--- src/shared/watchdog_pkg.sv ---
package watchdog_pkg;

  // clock and low-frequency timebase
  localparam int CLK_PERIOD_NS = 20;
  localparam int LF_OSC_HZ = 31000;
  localparam int LF_PERIOD_NS = 32258;
  localparam int LF_DIV_CYCLES = LF_PERIOD_NS / CLK_PERIOD_NS;
  localparam int LF_DIV_W = 11;

  // watchdog mode encodings
  localparam logic [1:0] MODE_OFF = 2'h0;
  localparam logic [1:0] MODE_SOFT = 2'h1;
  localparam logic [1:0] MODE_NO_SLEEP = 2'h2;
  localparam logic [1:0] MODE_ALWAYS = 2'h3;

  // prescaler
  localparam int COUNT_W = 23;
  localparam int PS_W = 5;
  localparam logic [PS_W-1:0] PS_RESET = 5'h0B;
  localparam logic [PS_W-1:0] PS_MAX_CODE = 5'h12;
  localparam logic [23:0] BASE_RATIO = 24'h000020;
  localparam logic [COUNT_W-1:0] MIN_LIMIT = 23'h00001F;

  // register map
  localparam int ADDR_W = 8;
  localparam logic [ADDR_W-1:0] CTRL_OFFSET = 8'h00;
  localparam logic [ADDR_W-1:0] STATUS_OFFSET = 8'h04;
  localparam logic [ADDR_W-1:0] COUNT_OFFSET = 8'h08;

  // control fields
  localparam int SWEN_BIT = 0;
  localparam int PS_LSB = 1;
  localparam int PS_MSB = 5;
  localparam logic SWEN_RESET = 1'b0;

  // status fields
  localparam int ST_TIMEOUT_BIT = 0;
  localparam int ST_POWERDOWN_BIT = 1;
  localparam int ST_WDRESET_BIT = 2;
  localparam int STATUS_W = 3;

  // bus responses
  localparam logic [1:0] RESP_OKAY = 2'h0;
  localparam logic [1:0] RESP_SLVERR = 2'h2;

endpackage

--- src/core/watchdog_timer_unit.sv ---
`timescale 1ns/1ps
// Contract
// - mode 00 keeps the watchdog disabled regardless of enable bit and Sleep.
// - mode 11 counts always, including Sleep; enable bit ignored.
// - mode 10 counts awake, disabled in Sleep; enable bit ignored.
// - mode 01 lets the software enable bit turn the watchdog on or off.
// - in mode 01 Sleep entry or exit does not change on/off.
// - period code sets ratio 1:32 shifted left by code, up to 10010.
// - period codes 10011 to 11111 behave like ratio 1:32.
// - any reset loads period code 01011, ratio 1:65536, about 2 s.
// - count cleared by reset, clear instruction and oscillator failure.
// - count held cleared whenever the watchdog is disabled.
// - entering Sleep clears count; if still enabled it counts from zero.
// - leaving Sleep clears count; stays clear until start-up timer finishes.
// - count held cleared while the oscillator start-up timer runs.
// - internal oscillator divider changes leave the count unaffected.
// - time-out in Sleep wakes, no reset, and updates status flags.
// - timebase is the 31 kHz low-frequency oscillator, intervals approximate.
// - control: enable bit 0 reset 0, period bits 5-1, bits 7-6 read 0.
// - time-out while awake generates a device reset.
// - intervals derive from a 32240 ns base, 1612 clocks approximating one 32258 ns period of the low-frequency oscillator.
module watchdog_timer_unit
  import watchdog_pkg::*;
(
  // clock and reset
  input wire logic ref_clk_i,
  input wire logic sys_rst_i,
  // axi4-lite write address
  input wire logic [ADDR_W-1:0] s_axi_awaddr_i,
  input wire logic s_axi_awvalid_i,
  output logic s_axi_awready_o,
  // axi4-lite write data
  input wire logic [31:0] s_axi_wdata_i,
  input wire logic [3:0] s_axi_wstrb_i,
  input wire logic s_axi_wvalid_i,
  output logic s_axi_wready_o,
  // axi4-lite write response
  output logic [1:0] s_axi_bresp_o,
  output logic s_axi_bvalid_o,
  input wire logic s_axi_bready_i,
  // axi4-lite read
  input wire logic [ADDR_W-1:0] s_axi_araddr_i,
  input wire logic s_axi_arvalid_i,
  output logic s_axi_arready_o,
  output logic [31:0] s_axi_rdata_o,
  output logic [1:0] s_axi_rresp_o,
  output logic s_axi_rvalid_o,
  input wire logic s_axi_rready_i,
  // configuration and device state
  input wire logic [1:0] watchdog_mode_cfg_i,
  input wire logic sleep_i,
  input wire logic clear_watchdog_instr_i,
  input wire logic osc_fail_i,
  input wire logic osc_startup_timer_i,
  // events and flags
  output logic watchdog_reset_o,
  output logic wake_o,
  output logic watchdog_active_o,
  output logic timeout_flag_o,
  output logic powerdown_flag_o,
  output logic watchdog_reset_flag_o
);

  ////////////////////////////////////////////////////////////////////////////
  // declarations

  logic [1:0] mode_meta_q;
  logic [1:0] mode_q;
  logic sleep_q;
  logic enable;
  logic clear_cnt;
  logic sleep_enter;
  logic sleep_exit;
  logic tick;
  logic timeout;
  logic [COUNT_W-1:0] count;

  logic aw_hold_q, aw_hold_d;
  logic w_hold_q, w_hold_d;
  logic [ADDR_W-1:0] awaddr_q, awaddr_d;
  logic [31:0] wdata_q, wdata_d;
  logic [3:0] wstrb_q, wstrb_d;
  logic awready_q, awready_d;
  logic wready_q, wready_d;
  logic bvalid_q, bvalid_d;
  logic [1:0] bresp_q, bresp_d;
  logic arready_q, arready_d;
  logic rvalid_q, rvalid_d;
  logic [31:0] rdata_q, rdata_d;
  logic [1:0] rresp_q, rresp_d;
  logic do_write;

  logic swen_q, swen_d;
  logic [PS_W-1:0] ps_q, ps_d;
  logic [STATUS_W-1:0] status_q, status_d;
  logic [STATUS_W-1:0] status_set;
  logic [STATUS_W-1:0] status_clr;
  logic wd_reset_q, wd_reset_d;
  logic wake_q, wake_d;
  logic active_q;

  ////////////////////////////////////////////////////////////////////////////
  // mode synchroniser, sleep edges, enable and clear

  always_ff @(posedge ref_clk_i or posedge sys_rst_i) begin
    if (sys_rst_i) begin
      mode_meta_q <= MODE_OFF;
      mode_q <= MODE_OFF;
      sleep_q <= 1'b0;
    end else begin
      mode_meta_q <= watchdog_mode_cfg_i;
      mode_q <= mode_meta_q;
      sleep_q <= sleep_i;
    end
  end

  assign sleep_enter = sleep_i & ~sleep_q;
  assign sleep_exit = ~sleep_i & sleep_q;

  always_comb begin
    case (mode_q)
      MODE_ALWAYS: enable = 1'b1;
      MODE_NO_SLEEP: enable = ~sleep_i;
      MODE_SOFT: enable = swen_q;
      default: enable = 1'b0;
    endcase
    clear_cnt = ~enable | clear_watchdog_instr_i | osc_fail_i | sleep_enter | sleep_exit
                | osc_startup_timer_i;
  end

  ////////////////////////////////////////////////////////////////////////////
  // timebase and prescaler

  // own divider, internal oscillator divider not used
  lf_tick_gen u_tick (
    .ref_clk_i(ref_clk_i),
    .sys_rst_i(sys_rst_i),
    .tick_o(tick)
  );

  watchdog_prescaler u_prescaler (
    .ref_clk_i(ref_clk_i),
    .sys_rst_i(sys_rst_i),
    .tick_i(tick),
    .clear_i(clear_cnt),
    .period_select_i(ps_q),
    .count_o(count),
    .timeout_o(timeout)
  );

  ////////////////////////////////////////////////////////////////////////////
  // axi4-lite slave

  always_comb begin
    aw_hold_d = aw_hold_q;
    w_hold_d = w_hold_q;
    awaddr_d = awaddr_q;
    wdata_d = wdata_q;
    wstrb_d = wstrb_q;
    bvalid_d = bvalid_q;
    bresp_d = bresp_q;
    arready_d = arready_q;
    rvalid_d = rvalid_q;
    rdata_d = rdata_q;
    rresp_d = rresp_q;
    do_write = aw_hold_q & w_hold_q & ~bvalid_q;
    if (s_axi_awvalid_i && awready_q) begin
      aw_hold_d = 1'b1;
      awaddr_d = s_axi_awaddr_i;
    end
    if (s_axi_wvalid_i && wready_q) begin
      w_hold_d = 1'b1;
      wdata_d = s_axi_wdata_i;
      wstrb_d = s_axi_wstrb_i;
    end
    if (bvalid_q && s_axi_bready_i) begin
      bvalid_d = 1'b0;
    end
    if (do_write) begin
      aw_hold_d = 1'b0;
      w_hold_d = 1'b0;
      bvalid_d = 1'b1;
      if (awaddr_q == CTRL_OFFSET || awaddr_q == STATUS_OFFSET
          || awaddr_q == COUNT_OFFSET) begin
        bresp_d = RESP_OKAY;
      end else begin
        bresp_d = RESP_SLVERR;
      end
    end
    awready_d = ~aw_hold_d & ~bvalid_d;
    wready_d = ~w_hold_d & ~bvalid_d;
    if (s_axi_arvalid_i && arready_q) begin
      arready_d = 1'b0;
      rvalid_d = 1'b1;
      rresp_d = RESP_OKAY;
      if (s_axi_araddr_i == CTRL_OFFSET) begin
        rdata_d = {26'h0000000, ps_q, swen_q};
      end else if (s_axi_araddr_i == STATUS_OFFSET) begin
        rdata_d = {29'h00000000, status_q};
      end else if (s_axi_araddr_i == COUNT_OFFSET) begin
        rdata_d = {9'h000, count};
      end else begin
        rdata_d = 32'h00000000;
        rresp_d = RESP_SLVERR;
      end
    end else if (rvalid_q && s_axi_rready_i) begin
      rvalid_d = 1'b0;
      arready_d = 1'b1;
    end
  end

  always_ff @(posedge ref_clk_i or posedge sys_rst_i) begin
    if (sys_rst_i) begin
      aw_hold_q <= 1'b0;
      w_hold_q <= 1'b0;
      awaddr_q <= '0;
      wdata_q <= 32'h00000000;
      wstrb_q <= 4'h0;
      awready_q <= 1'b1;
      wready_q <= 1'b1;
      bvalid_q <= 1'b0;
      bresp_q <= RESP_OKAY;
      arready_q <= 1'b1;
      rvalid_q <= 1'b0;
      rdata_q <= 32'h00000000;
      rresp_q <= RESP_OKAY;
    end else begin
      aw_hold_q <= aw_hold_d;
      w_hold_q <= w_hold_d;
      awaddr_q <= awaddr_d;
      wdata_q <= wdata_d;
      wstrb_q <= wstrb_d;
      awready_q <= awready_d;
      wready_q <= wready_d;
      bvalid_q <= bvalid_d;
      bresp_q <= bresp_d;
      arready_q <= arready_d;
      rvalid_q <= rvalid_d;
      rdata_q <= rdata_d;
      rresp_q <= rresp_d;
    end
  end

  ////////////////////////////////////////////////////////////////////////////
  // control, status and time-out events

  always_comb begin
    swen_d = swen_q;
    ps_d = ps_q;
    status_set = '0;
    status_clr = '0;
    if (do_write && wstrb_q[0] && awaddr_q == CTRL_OFFSET) begin
      swen_d = wdata_q[SWEN_BIT];
      ps_d = wdata_q[PS_MSB:PS_LSB];
    end
    if (do_write && wstrb_q[0] && awaddr_q == STATUS_OFFSET) begin
      status_clr = wdata_q[STATUS_W-1:0];
    end
    // a watchdog reset is a reset too
    if (wd_reset_q) begin
      swen_d = SWEN_RESET;
      ps_d = PS_RESET;
    end
    wd_reset_d = timeout & ~sleep_i;
    wake_d = timeout & sleep_i;
    status_set[ST_TIMEOUT_BIT] = timeout;
    status_set[ST_POWERDOWN_BIT] = timeout & sleep_i;
    status_set[ST_WDRESET_BIT] = timeout & ~sleep_i;
    // set wins over a clear in the same cycle
    status_d = (status_q & ~status_clr) | status_set;
  end

  always_ff @(posedge ref_clk_i or posedge sys_rst_i) begin
    if (sys_rst_i) begin
      swen_q <= SWEN_RESET;
      ps_q <= PS_RESET;
      status_q <= '0;
      wd_reset_q <= 1'b0;
      wake_q <= 1'b0;
      active_q <= 1'b0;
    end else begin
      swen_q <= swen_d;
      ps_q <= ps_d;
      status_q <= status_d;
      wd_reset_q <= wd_reset_d;
      wake_q <= wake_d;
      active_q <= enable;
    end
  end

  assign s_axi_awready_o = awready_q;
  assign s_axi_wready_o = wready_q;
  assign s_axi_bvalid_o = bvalid_q;
  assign s_axi_bresp_o = bresp_q;
  assign s_axi_arready_o = arready_q;
  assign s_axi_rvalid_o = rvalid_q;
  assign s_axi_rdata_o = rdata_q;
  assign s_axi_rresp_o = rresp_q;
  assign watchdog_reset_o = wd_reset_q;
  assign wake_o = wake_q;
  assign watchdog_active_o = active_q;
  assign timeout_flag_o = status_q[ST_TIMEOUT_BIT];
  assign powerdown_flag_o = status_q[ST_POWERDOWN_BIT];
  assign watchdog_reset_flag_o = status_q[ST_WDRESET_BIT];
endmodule

--- src/core/lf_tick_gen.sv ---
`timescale 1ns/1ps
module lf_tick_gen
  import watchdog_pkg::*;
(
  // clock and reset
  input wire logic ref_clk_i,
  input wire logic sys_rst_i,
  // tick
  output logic tick_o
);

  logic [LF_DIV_W-1:0] div_q;
  logic [LF_DIV_W-1:0] div_d;
  logic tick_q;
  logic tick_d;

  always_comb begin
    div_d = div_q + 11'h001;
    tick_d = 1'b0;
    if (div_q == LF_DIV_W'(LF_DIV_CYCLES - 1)) begin
      div_d = 11'h000;
      tick_d = 1'b1;
    end
  end

  always_ff @(posedge ref_clk_i or posedge sys_rst_i) begin
    if (sys_rst_i) begin
      div_q <= 11'h000;
      tick_q <= 1'b0;
    end else begin
      div_q <= div_d;
      tick_q <= tick_d;
    end
  end

  assign tick_o = tick_q;

endmodule

--- src/core/watchdog_prescaler.sv ---
`timescale 1ns/1ps
module watchdog_prescaler
  import watchdog_pkg::*;
(
  // clock and reset
  input wire logic ref_clk_i,
  input wire logic sys_rst_i,
  // control
  input wire logic tick_i,
  input wire logic clear_i,
  input wire logic [PS_W-1:0] period_select_i,
  // state
  output logic [COUNT_W-1:0] count_o,
  output logic timeout_o
);

  logic [COUNT_W-1:0] count_q;
  logic [COUNT_W-1:0] count_d;
  logic timeout_q;
  logic timeout_d;
  logic [COUNT_W-1:0] limit;

  always_comb begin
    if (period_select_i > PS_MAX_CODE) begin
      limit = MIN_LIMIT;
    end else begin
      limit = COUNT_W'((BASE_RATIO << period_select_i) - 24'h000001);
    end
    count_d = count_q;
    timeout_d = 1'b0;
    if (clear_i) begin
      count_d = '0;
    end else if (tick_i) begin
      if (count_q == limit) begin
        count_d = '0;
        timeout_d = 1'b1;
      end else begin
        count_d = count_q + 23'h000001;
      end
    end
  end

  always_ff @(posedge ref_clk_i or posedge sys_rst_i) begin
    if (sys_rst_i) begin
      count_q <= '0;
      timeout_q <= 1'b0;
    end else begin
      count_q <= count_d;
      timeout_q <= timeout_d;
    end
  end

  assign count_o = count_q;
  assign timeout_o = timeout_q;
endmodule

--- config.mk ---
export PLATFORM = sky130hd
export DESIGN_NAME = watchdog_timer_unit
export DESIGN_NICKNAME = d
export VERILOG_FILES = /design/src/shared/watchdog_pkg.sv /design/src/core/watchdog_timer_unit.sv /design/src/core/lf_tick_gen.sv /design/src/core/watchdog_prescaler.sv
export SDC_FILE = /design/constraint.sdc
export NUM_CORES = 1
export LEC_CHECK = 0
export ABC_AREA = 1
export BUFFER_PORTS_ARGS = -buffer_cell sky130_fd_sc_hd__buf_2
export CORE_UTILIZATION = 45
export DETAILED_ROUTE_END_ITERATION = 16
export GPL_ROUTABILITY_DRIVEN = 0
export HOLD_SLACK_MARGIN = 0.02
export PLACE_DENSITY = 0.71
export SYNTH_ARGS = -nofsm -noshare
export SYNTH_HDL_FRONTEND = slang
export SYNTH_SLANG_ARGS = --single-unit
export TNS_END_PERCENT = 10
--- constraint.sdc ---
create_clock -name ref_clk_i -period 5.62 [get_ports ref_clk_i]
set_clock_uncertainty 0.2 [all_clocks]
set_input_delay 0 -clock ref_clk_i [delete_from_list [all_inputs] [get_ports ref_clk_i]]
set_output_delay 0 -clock ref_clk_i [all_outputs]
set_load 0.1 [all_outputs]
### Word-level counts from Yosys, hierarchy flattened

Cells that the tools add are included.
Widths: inputs -> output; s select.

* register bits: 111
* latch bits: 0
* memory bits (writable): 0
* memory bits (read-only): 0
* input bits: 65
* output and inout port bits: 47
* logic and storage cells: 110
* memories: 0

* $add $sub $neg: 3
* multiply operators: 0
* divide/modulo/power cells: 0
* magnitude comparators: 1
* eq/ne operators: 9
* shift-type cells: 1
* multiplexer cells: 32
* bitwise operators: 23
* reductions and logical operators: 15

Operator list (count)
* $mux 23: 7
* $add 23x1->23 const B: 1
* $eq 23x23->1: 1
* $shl 6x5->23 const A: 1
* $sub 23x1->23 const B: 1
* $eq 8x3->1 const B: 2
* $eq 8x4->1 const B: 2
* $logic_not 8->1: 2
* $mux 1: 16
* $add 11x1->11 const B: 1
* $eq 11x11->1 const B: 1
* $mux 11: 1
* $mux 5: 2
* $and 1x1->1: 8
* $logic_and 1x1->1: 8
* $mux 2: 4
* $not 1->1: 7
* $reduce_bool 2->1: 3
* $gt 5x5->1 const B: 1
* $or 1x1->1: 5
* $eq 2x2->1 const B: 2
* $and 3x3->3: 1
* $mux 3: 1
* $not 3->3: 1
* other kinds (4): 5

### Depth between registers and ports, before layout

Gate-level depths: netlist (run 1).

* word-level depth: 9
* gate-level depth with buffers: 20
* mapped depth without buffers: 18

### Modules after synthesis

Synthesis (run 1) repeated with hierarchy kept, for this count alone.

* cells, all modules: 776
* area, all modules: 5610.4 sq um

Modules (own cells, without submodules)
* watchdog_timer_unit: times used 1, cells each 317, area each 2820.2 sq um, sequential area each 1609.0 sq um
* watchdog_prescaler: times used 1, cells each 383, area each 2195.9 sq um, sequential area each 600.6 sq um
* lf_tick_gen: times used 1, cells each 76, area each 594.3 sq um, sequential area each 300.3 sq um

### Worst setup path before layout (run 1)

OpenSTA, ideal clock, no wires.

* path type: register to register
* from: register ps_q[3]
* to: register u_prescaler.count_q[8], in the netlist u_prescaler.count_o[8]
* setup time: 117 ps
* arrival: 2228 ps
* required time: 5303 ps
* path slack: 3075 ps
* stages on the path, launching flop included: 21
* buffers on the path: 2
* period minus slack after synthesis: 2545 ps
* cells stage by stage: dfstp_2 nor2_2 buf_6 nand2_1 inv_1 nand2_1 ha_1 inv_1 nor2_2 nand2_1 nand2_1 nand3_1 nand2_1 nand2_1 nor2_1 nand2_1 nor2_1 nand2_1 buf_6 nand2_1 nand2_1

* longest elaborated chain between the ends: 7
* elaborated cells between the ends (all ways): 8
* those cells by class: 1 x add/sub; 1 x order compare; 1 x eq/ne; 1 x shift; 4 x mux

Ends and longest elaborated chain
* start: declaration: RTL line watchdog_timer_unit.sv:94 `logic [PS_W-1:0] ps_q, ps_d;`
* start signal: assignment: RTL line watchdog_timer_unit.sv:283 `ps_q <= ps_d;`
* $shl 6x5->23: RTL line watchdog_prescaler.sv:27 `limit = COUNT_W'((BASE_RATIO << period_select_i) - 24'h000001);`
* $sub 23x1->23: RTL line watchdog_prescaler.sv:27
* $mux 23 *: RTL line watchdog_prescaler.sv:24 `if (period_select_i > PS_MAX_CODE) begin`
* $eq 23x23->1 *: RTL line watchdog_prescaler.sv:34 `if (count_q == limit) begin`
* $mux 23 *: RTL line watchdog_prescaler.sv:34
* $mux 23 *: RTL line watchdog_prescaler.sv:33 `end else if (tick_i) begin`
* $mux 23 *: RTL line watchdog_prescaler.sv:31 `if (clear_i) begin`
* end signal: assignment: RTL line watchdog_prescaler.sv:48 `count_q <= count_d;`
* end: declaration: RTL line watchdog_prescaler.sv:17 `logic [COUNT_W-1:0] count_q;`

Mark *: on every way between the ends. The rest lies on a longest branch, timed or not. The select of a mux whose other input is x is not followed.
A chain may end at the register's enable or synchronous reset.

### Worst setup path after layout (run 1)

* from: register ps_q[4]
* to: register u_prescaler.count_q[5], in the netlist u_prescaler.count_o[5]

Same word-level chain as after synthesis.

==> results.json, run 1 <==
{
  "syn_inst": 747,
  "tightest_slew_ns": 1.04,
  "ys_seq_area_frac": 0.457,
  "dpl.hpwl_um": 9500,
  "cts_root_buf": "clkbuf_16",
  "cts_tree": "yes",
  "relSlewSlack": 0.306,
  "end_kind": "flip-flop",
  "drv_cap": 0,
  "postCtsSetupBuffers": 0,
  "status": "finished, final reports clean",
  "ys_seq_elements": 100,
  "hp-class": "input pin to flip-flop",
  "layout-drive-gt1-share": 0.130,
  "synthArstFlopShare": 1.00,
  "worst_slack_ns": 2.31,
  "avgRoutedWirePerCell_um": 13.5,
  "irDropWorstVdd_v": 0.000345,
  "max_freq_mhz": 302,
  "io_pins": 112,
  "syn-cell-area_mm2": 0.00550,
  "ant_nets": 0,
  "cp_slowest_stage_delay_ns": 0.48,
  "antenna_found_initial": 0,
  "ys_types": 38,
  "coreArea_mm2": 0.0120,
  "final_nets": 915,
  "nFillCells": 1106,
  "min_from": "s_axi_araddr_i[4]",
  "powerDensity_mw_per_mm2": 434,
  "grt_pass1_vias": 5005,
  "clk_pin_slew_worst_paths_ns": 0.07,
  "timing.setup.tns_ns": 0,
  "total_leakage_power_nw": 3.31,
  "min_period_over_period": 0.590,
  "cpMaxStageDelayCell": "dfrtp_1",
  "layout_commonest_cell": "nand2_1",
  "port_buffers": 71,
  "start_kind": "flip-flop",
  "die_height_um": 113,
  "slew_viol_final": 0,
  "num_rows": 40,
  "hold_end": "s_axi_rresp_o[1]",
  "grt_setup_unrepaired": "false",
  "cts_buffer_depth": 2,
  "synth_edf_count": 0,
  "pre_cts_slack_ns": 2.29,
  "synth.top_cell.area_share": 0.428,
  "routed_wl_um": 13500,
  "cts.sinks": 100,
  "cp.arrival_ns": 3.36,
  "grt_max_degree": 67,
  "path_class": "flip-flop to flip-flop",
  "grt_util_all_layers": 0.231,
  "grt_first_pass_wirelength_um": 23100,
  "die_w_um": 113,
  "ff_latch_area_mm2": 0.00251,
  "multi_input_area_mm2": 0.00248,
  "syn_area_per_cell_um2": 7.36,
  "insertion_delay_ns": 0.36,
  "syn2layout_area_growth_pct": 20.0,
  "path_common_cell": "nand2_1",
  "htreeDepth": 3,
  "cp_num_cells": 15,
  "r2r-start": "ps_q[4]",
  "period_minus_slack_ns": 3.31,
  "required_ns": 5.67,
  "whs_ns": 0.0399,
  "crit_fanout": 21,
  "holdBufCountCts": 39,
  "start_util": 0.460,
  "drt-initial-drc-count": 389,
  "synth.area.top_cells": "dfrtp_1 (43%), nand2_1 (16%), inv_1 (5.9%)",
  "vias_per_cell": 5.17,
  "critPathTopFamily": "simple AND/OR/NAND/NOR gates",
  "whs_path_depth": 5,
  "path_cells": "nor2_2, nand3_1, ha_1, inv_1, nand3_1, nand2_1, nand3_1, nand2_1, nand3_1, nor2_1, nand4_1, nor2_1, nand2_1, nand2_1, nand2_1",
  "grt_overflow": 0,
  "ys_warn_count": 0,
  "yosys_most_used_dff": "dfrtp_1",
  "hold_viol": 0,
  "setup_viol": 0,
  "cts-resized-gates": 0,
  "r2r_cells": 15,
  "numCtsBuffers": 9,
  "die-area_mm2": 0.0127,
  "most-common-layout-cells": "nand2_1 (229), dfrtp_1 (94), inv_1 (86)",
  "reg2reg_to": "u_prescaler.count_o[5]",
  "yosys.area.top_type": "dfrtp_1",
  "antenna_cells": 0,
  "vias": 5163,
  "dr.pass1.iters": 5,
  "crit_buf_inv": 1,
  "drcViolationCount": 0,
  "r2r_setup_slack_ns": 2.31
}
report_power, final:
part | total [mW] | switching (mW) | internal [mW]
sequential | 0.942 | 0.0872 | 0.854
combinational | 1.30 | 0.926 | 0.370
clock | 0.622 | 0.307 | 0.316
total | 2.86 | 1.32 | 1.54
worst register-to-register path, cell delays in order, from the launching register on:
cell and delay (ns):
dfrtp_1 0.48, nor2_2 0.41, nand3_1 0.23, ha_1 0.33, inv_1 0.14, nand3_1 0.08
nand2_1 0.09, nand3_1 0.06, nand2_1 0.12, nand3_1 0.07, nor2_1 0.12, nand4_1 0.09
nor2_1 0.10, nand2_1 0.43, nand2_1 0.20, nand2_1 0.07
area by class of cell:
cell class | count | share of cell area
sequential | 100 | 0.381
inverter | 91 | 0.0522
tap | 147 | 0.0279
clock buffer | 9 | 0.0341
multi-input combinational | 531 | 0.376
timing repair buffer | 114 | 0.118
clock inverter | 7 | 0.0120
metal layers:
metal  track usage  routed length, um  vias up
met3        0.0508                614       31
li1              -                  -     2591
met5             0                  0        -
met1         0.293               6130     2410
met2         0.382               6380      131
met4        0.0978                357        0
Yosys cell counts, types with 3 or more instances:
master / n
a21oi_1: 22
and2_1: 4
buf_4: 11
buf_6: 4
clkbuf_1: 18
dfrtp_1: 94
dfstp_2: 6
ha_1: 3
inv_1: 87
inv_2: 4
nand2_1: 229
nand3_1: 59
nand4_1: 18
nor2_1: 65
nor2_2: 3
nor3_1: 10
nor4_1: 4
o21a_1: 4
o21ai_0: 48
o221ai_1: 3
o22ai_1: 5
o31ai_1: 17
xor2_1: 8
sequential cells by signal, summed over array words and instances (netlist names), 2 cells and up:
register and count:
s_axi_rdata_o 23, mode_q 2, u_tick.div_q 11, u_prescaler.count_o 23
status_q 3, wdata_q 6, awaddr_q 8, mode_meta_q 2
ps_q 5
how the worst max path moves through the flow:
| stage | from | endpoint | slack (ns) |
|---|---|---|---|
| after floorplan | sys_rst_i | aw_hold_q | 2.81 |
| after global routing | ps_q[4] | u_prescaler.count_o[20] | 1.91 |
| after global placement | ps_q[4] | u_prescaler.count_o[3] | 2.33 |
| after detailed placement | ps_q[4] | u_prescaler.count_o[20] | 2.29 |
| after CTS | ps_q[4] | u_prescaler.count_o[20] | 2.28 |
| final | ps_q[4] | u_prescaler.count_o[5] | 2.31 |
cell families (layout without fill, tap and decap cells):
family          after synthesis  count (layout)  synth area share
compound gates              107             107             0.113
xor+xnor                      8               8            0.0127
buf+inv                     126             221            0.0995
fa+ha+maj                     3               3           0.00683
simple gates                402             402             0.311
flops                       100             100             0.457
other cells                   1              11          0.000682
through the flow:
step | util | instances | power (mW) | area, um2
2_1_floorplan | - | 757 | 1.96 | 5530
3_3_place_gp | 0.493 | 944 | 2.16 | 5900
3_5_place_dp | 0.493 | 944 | 2.17 | 5900
4_1_cts | 0.551 | 999 | 2.86 | 6600
5_1_grt | 0.551 | 999 | 3.07 | 6600
6_report | 0.551 | 999 | 2.86 | 6600
Note: power is estimated with default switching activity, not from simulation.
==> inputs of run 2 (changes only) <==
Clock period 5.62 ns to 3.2 ns, I/O delays scaled along.
==> run 2 against run 1 <==
- combinational power rose by 77%
- non-clock buffer count rose by 4
- highest routed layer unchanged
- critical path depth rose by 4
- worst hold slack improved by 0.0029 ns
- power rose by 74%
- wire length fell by 1.6%
- critical endpoint is now u_prescaler.count_o[10]
- global-route usage fell by 0.72 points
- critical path type unchanged
- via count fell by 0.81%
- setup slack got worse by 1.9 ns
==> results.json, run 2 (synthesis results as in run 1) <==
{
  "path_cells": "nor2_2, nand2_1, inv_1, nand2_1, ha_1, inv_1, nor2_2, nand2_1, nand2_1, nand3_1, nand2_1, nand2_1, nor2_1, nand2_1, nor2_1, nand2_1, buf_4, nand2_1, nand2_1",
  "die-area_mm2": 0.0127,
  "start_util": 0.460,
  "dpl.hpwl_um": 9500,
  "numCtsBuffers": 9,
  "seqPwrFrac": 0.330,
  "multi_input_area_mm2": 0.00248,
  "avgRoutedWirePerCell_um": 13.2,
  "syn2layout_area_growth_pct": 20.1,
  "die_height_um": 113,
  "min_period_over_period": 0.874,
  "cp-endpoint": "u_prescaler.count_o[10]",
  "die_w_um": 113,
  "crit_buf_inv": 3,
  "routed_wl_um": 13300,
  "placed_cells": 951,
  "drcViolationCount": 0,
  "grt_first_pass_wirelength_um": 22400,
  "grt_setup_unrepaired": "false",
  "ff_latch_area_mm2": 0.00251,
  "status": "finished, final reports clean",
  "path_class": "flip-flop to flip-flop",
  "grt_overflow": 0,
  "cts_root_buf": "clkbuf_16",
  "num_rows": 40,
  "final_area_mm2": 0.00660,
  "cpMaxStageDelayCell": "dfstp_2",
  "grt_pass1_vias": 4851,
  "start_kind": "flip-flop",
  "drt-initial-drc-count": 372,
  "cp_slowest_stage_delay_ns": 0.60,
  "grt_max_degree": 75,
  "vias": 5121,
  "period_minus_slack_ns": 2.80,
  "cts_tree": "yes",
  "layout-drive-gt1-share": 0.138,
  "hp-class": "input pin to flip-flop",
  "drv_cap": 0,
  "most-common-layout-cells": "nand2_1 (229), dfrtp_1 (94), inv_1 (86)",
  "htreeDepth": 3,
  "antenna_cells": 0,
  "powerDensity_mw_per_mm2": 756,
  "cts-resized-gates": 0,
  "nFillCells": 1093,
  "critPathTopFamily": "simple AND/OR/NAND/NOR gates",
  "final_nets": 919,
  "timing.setup.tns_ns": 0,
  "hold_viol": 0,
  "cp.arrival_ns": 2.84,
  "end_kind": "flip-flop",
  "dr.pass1.iters": 5,
  "r2r_setup_slack_ns": 0.40,
  "antenna_found_initial": 0,
  "ant_nets": 0,
  "required_ns": 3.25,
  "reg2reg_to": "u_prescaler.count_o[10]",
  "path_common_cell": "nand2_1",
  "p_comb_frac": 0.462,
  "vias_per_cell": 5.11,
  "max_freq_mhz": 357,
  "crit_fanout": 21,
  "layout_commonest_cell": "nand2_1",
  "power_switching_mw": 2.28,
  "coreArea_mm2": 0.0120,
  "clk_pin_slew_worst_paths_ns": 0.07,
  "cp-startpoint": "ps_q[3]",
  "swShare": 0.457,
  "slew_viol_final": 0,
  "cp_num_cells": 19,
  "port_buffers": 71,
  "irDropWorstVdd_v": 0.000546,
  "cts_buffer_depth": 2,
  "insertion_delay_ns": 0.36,
  "stdcell_count": 1003,
  "tightest_slew_ns": 0.897,
  "r2r-start": "ps_q[3]",
  "r2r_cells": 19,
  "cts.sinks": 100,
  "relSlewSlack": 0.402,
  "placed_area_mm2": 0.00595,
  "grt_util_all_layers": 0.224,
  "io_pins": 112,
  "p_clk_frac": 0.208,
  "setup_viol": 0,
  "p_int_mw": 2.71,
  "total_leakage_power_nw": 3.31
}
## run 2: cell types whose count changed in the layout (fill, tap and decap cells not counted), sizes merged
| cell | before | now |
|---|---|---|
| buf | 75 | 82 |
| clkinv | 4 | 1 |
| clkinvlp | 0 | 4 |
| dlygate4sd3 | 39 | 36 |
| inv | 94 | 93 |
## run 2: power groups by stage
| stage | registers, mW | clock network (mW) | logic, mW |
|---|---|---|---|
| floorplan | 2.15 | 0 | 1.30 |
| CTS | 1.64 | 1.07 | 2.29 |
| global placement | 1.66 | 0 | 2.15 |
| finish | 1.64 | 1.04 | 2.30 |
| global route | 1.67 | 1.11 | 2.55 |
| detailed placement | 1.66 | 0 | 2.17 |
## run 2: timing repair
item                                   in CTS  in global routing
setup buffers                               0                  0
hold buffers                               36                  0
endpoints found under the hold margin     103                  0
## run 2: how the worst min path moves through the flow
stage	depth (start not counted)	slack, ns	from	to
5_1_grt	5	0.09	s_axi_araddr_i[1]	s_axi_rdata_o[19]
2_1_floorplan	0	-0.17	watchdog_mode_cfg_i[0]	mode_meta_q[0]
3_3_place_gp	1	-0.09	watchdog_mode_cfg_i[1]	mode_meta_q[1]
4_1_cts	5	0.02	s_axi_araddr_i[0]	s_axi_rdata_o[5]
6_report	5	0.04	s_axi_araddr_i[0]	s_axi_rdata_o[5]
3_5_place_dp	1	-0.09	watchdog_mode_cfg_i[1]	mode_meta_q[1]
## run 2: metrics by stage
step	hold WS (ns)	total power, mW	setup WS, ns	util
2_1_floorplan	-0.169	3.45	0.391	-
5_1_grt	0.0890	5.34	0.0964	0.552
6_report	0.0427	4.99	0.402	0.552
3_3_place_gp	-0.0912	3.81	0.421	0.498
4_1_cts	0.0211	5.00	0.391	0.552
3_5_place_dp	-0.0903	3.83	0.414	0.498
## run 2: layer usage
metal	up-vias	share of wire	wire length [um]	global-route usage
met1	2359	0.46	6110	0.292
met4	0	0.022	287	0.0889
met3	21	0.051	676	0.0497
met2	139	0.47	6190	0.363
met5	-	0	0	0
li1	2602	-	-	-
## run 2: worst reg2reg max path, stage by stage, from the launching register on
cell     delay (ns)
dfstp_2        0.60
nor2_2         0.10
nand2_1        0.11
inv_1          0.04
nand2_1        0.05
ha_1           0.27
inv_1          0.12
nor2_2         0.19
nand2_1        0.09
nand2_1        0.09
nand3_1        0.07
nand2_1        0.09
nand2_1        0.05
nor2_1         0.08
nand2_1        0.06
nor2_1         0.08
nand2_1        0.05
buf_4          0.20
nand2_1        0.09
nand2_1        0.04
## run 2: area by class of cell
type / count / share of cell area
timing repair buffer: 118 / 0.121
tap: 147 / 0.0279
inverter: 91 / 0.0521
sequential: 100 / 0.380
multi-input combinational: 531 / 0.375
clock buffer: 9 / 0.0341
clock inverter: 7 / 0.00929
==> inputs of run 3 (changes only) <==
Settings changed: ABC_CLOCK_PERIOD_IN_PS from default to 3590.
Clock period 3.2 ns to 3.59 ns, I/O delays scaled along.
==> run 3 against run 2 <==
- clock-buffer cell count up 1
- worst hold slack got worse by 0.0093 ns
- setup slack better by 0.17 ns
- final cell count fell by 0.60%
- combinational power shrank 12%
- utilization decreased by 0.32 points
- die area unchanged
- power is 10% lower
- sequential share of layout area grew 0.22 points
- first-iteration DRC count fell by 12%
- critical path type unchanged
- largest power group unchanged
==> results.json, run 3 (synthesis results as in run 1) <==
{
  "vias_per_cell": 5.22,
  "cp_slowest_stage_delay_ns": 0.47,
  "layout-drive-gt1-share": 0.134,
  "vias": 5209,
  "nFillCells": 1094,
  "slew_viol_final": 0,
  "start_util": 0.460,
  "htreeDepth": 3,
  "finalPower_mw": 4.48,
  "min_from": "s_axi_araddr_i[6]",
  "die_height_um": 113,
  "powerDensity_mw_per_mm2": 683,
  "cts.sinks": 100,
  "r2r-start": "ps_q[4]",
  "layout_commonest_cell": "nand2_1",
  "final_nets": 913,
  "num_rows": 40,
  "path_class": "flip-flop to flip-flop",
  "end_kind": "flip-flop",
  "grt_util_all_layers": 0.228,
  "routed_wl_um": 13400,
  "postCtsSetupBuffers": 0,
  "start_kind": "flip-flop",
  "syn2layout_area_growth_pct": 19.4,
  "hp-class": "input pin to flip-flop",
  "avgRoutedWirePerCell_um": 13.4,
  "cpMaxStageDelayCell": "dfrtp_1",
  "clk_pin_slew_worst_paths_ns": 0.07,
  "coreArea_mm2": 0.0120,
  "drcViolationCount": 0,
  "hold_end": "s_axi_rdata_o[5]",
  "grt_setup_unrepaired": "false",
  "max_freq_mhz": 331,
  "cts_buffer_depth": 2,
  "drt-initial-drc-count": 326,
  "insertion_delay_ns": 0.35,
  "min_period_over_period": 0.840,
  "grt_first_pass_wirelength_um": 22900,
  "cp.arrival_ns": 3.06,
  "status": "finished, final reports clean",
  "hold_viol": 0,
  "r2r_cells": 18,
  "stdcell_count": 997,
  "reg2reg_to": "u_prescaler.count_o[6]",
  "grt_max_degree": 45,
  "total_leakage_power_nw": 3.29,
  "die_w_um": 113,
  "critPathTopFamily": "simple AND/OR/NAND/NOR gates",
  "drv_cap": 0,
  "tightest_slew_ns": 0.509,
  "required_ns": 3.63,
  "placed_cells": 948,
  "period_minus_slack_ns": 3.02,
  "antenna_found_initial": 0,
  "cts_root_buf": "clkbuf_16",
  "die-area_mm2": 0.0127,
  "crit_fanout": 21,
  "relSlewSlack": 0.661,
  "most-common-layout-cells": "nand2_1 (229), dfrtp_1 (94), inv_1 (86)",
  "crit_buf_inv": 3,
  "irDropWorstVdd_v": 0.000559,
  "ant_nets": 0,
  "timing.setup.tns_ns": 0,
  "io_pins": 112,
  "antenna_cells": 0,
  "r2r_setup_slack_ns": 0.57,
  "whs_ns": 0.0334,
  "numCtsBuffers": 9,
  "path_cells": "nor2_2, nand2_1, inv_1, nand2_1, ha_1, inv_1, nand3_1, nand2_1, nand3_1, nand2_1, nand3_1, nor2_1, nand4_1, nor2_1, nand2_1, buf_4, nand2_1, nand2_1",
  "grt_pass1_vias": 4968,
  "cts_tree": "yes",
  "grt_overflow": 0,
  "setup_viol": 0,
  "port_buffers": 71,
  "dr.pass1.iters": 5,
  "whs_path_depth": 5,
  "dpl.hpwl_um": 9450,
  "path_common_cell": "nand2_1"
}
run 3: changes by cell type in the layout (fill, tap and decap cells not counted):
cell           before  now
buf_4              11    8
bufinv_16           0    1
clkbuf_1            0    1
clkinvlp_4          4    2
dlygate4sd3_1      36   33
inv_6               0    2
inv_8               2    0
run 3: repair_timing:
| item | in CTS | in global routing |
|---|---|---|
| hold endpoints to repair | 75 | 0 |
| hold buffers | 33 | 0 |
| gates resized for setup | 0 | 0 |
run 3: area by class of cell:
cell class                      instances  area (um2)  area share
Clock inverter                          6        71.3      0.0109
Clock buffer                           10         229      0.0349
Timing Repair Buffer                  112         746       0.114
Tap cell                              147         184      0.0280
Inverter                               91         344      0.0524
Sequential cell                       100        2510       0.383
Multi-Input combinational cell        531        2480       0.378
run 3: through the flow:
stage / setup slack, ns / utilization / instance area, um2
6_report: 0.573 / 0.549 / 6560
5_1_grt: 0.186 / 0.549 / 6560
4_1_cts: 0.599 / 0.549 / 6560
3_5_place_dp: 0.624 / 0.496 / 5930
3_3_place_gp: 0.639 / 0.496 / 5930
2_1_floorplan: 0.781 / - / 5530
run 3: worst min-delay path, delay by kind of cell:
kind,cells,cell delay [ns]
buffers and inverters,1,0.08
AO/OA/AOI/OAI,2,0.25
AND/OR/NAND/NOR,2,0.22
run 3: worst max-delay path by stage:
stage | start | to | slack, ns | cells past startpoint
6_report | ps_q[4] | u_prescaler.count_o[6] | 0.57 | 18
4_1_cts | ps_q[4] | u_prescaler.count_o[10] | 0.60 | 18
3_5_place_dp | ps_q[4] | u_prescaler.count_o[10] | 0.62 | 18
3_3_place_gp | ps_q[4] | u_prescaler.count_o[3] | 0.64 | 16
5_1_grt | ps_q[4] | u_prescaler.count_o[6] | 0.19 | 18
2_1_floorplan | sys_rst_i | aw_hold_q | 0.78 | 1
run 3: report_power, final:
group / internal (mW) / switching (mW)
clock: 0.547 / 0.434
sequential: 1.34 / 0.137
combinational: 0.577 / 1.45
run 3: metal layers:
layer / share of wire / track usage / up-vias
li1: - / - / 2596
met3: 0.048 / 0.0432 / 22
met4: 0.020 / 0.0818 / 0
met1: 0.45 / 0.294 / 2457
met2: 0.48 / 0.383 / 134
met5: 0 / 0 / -
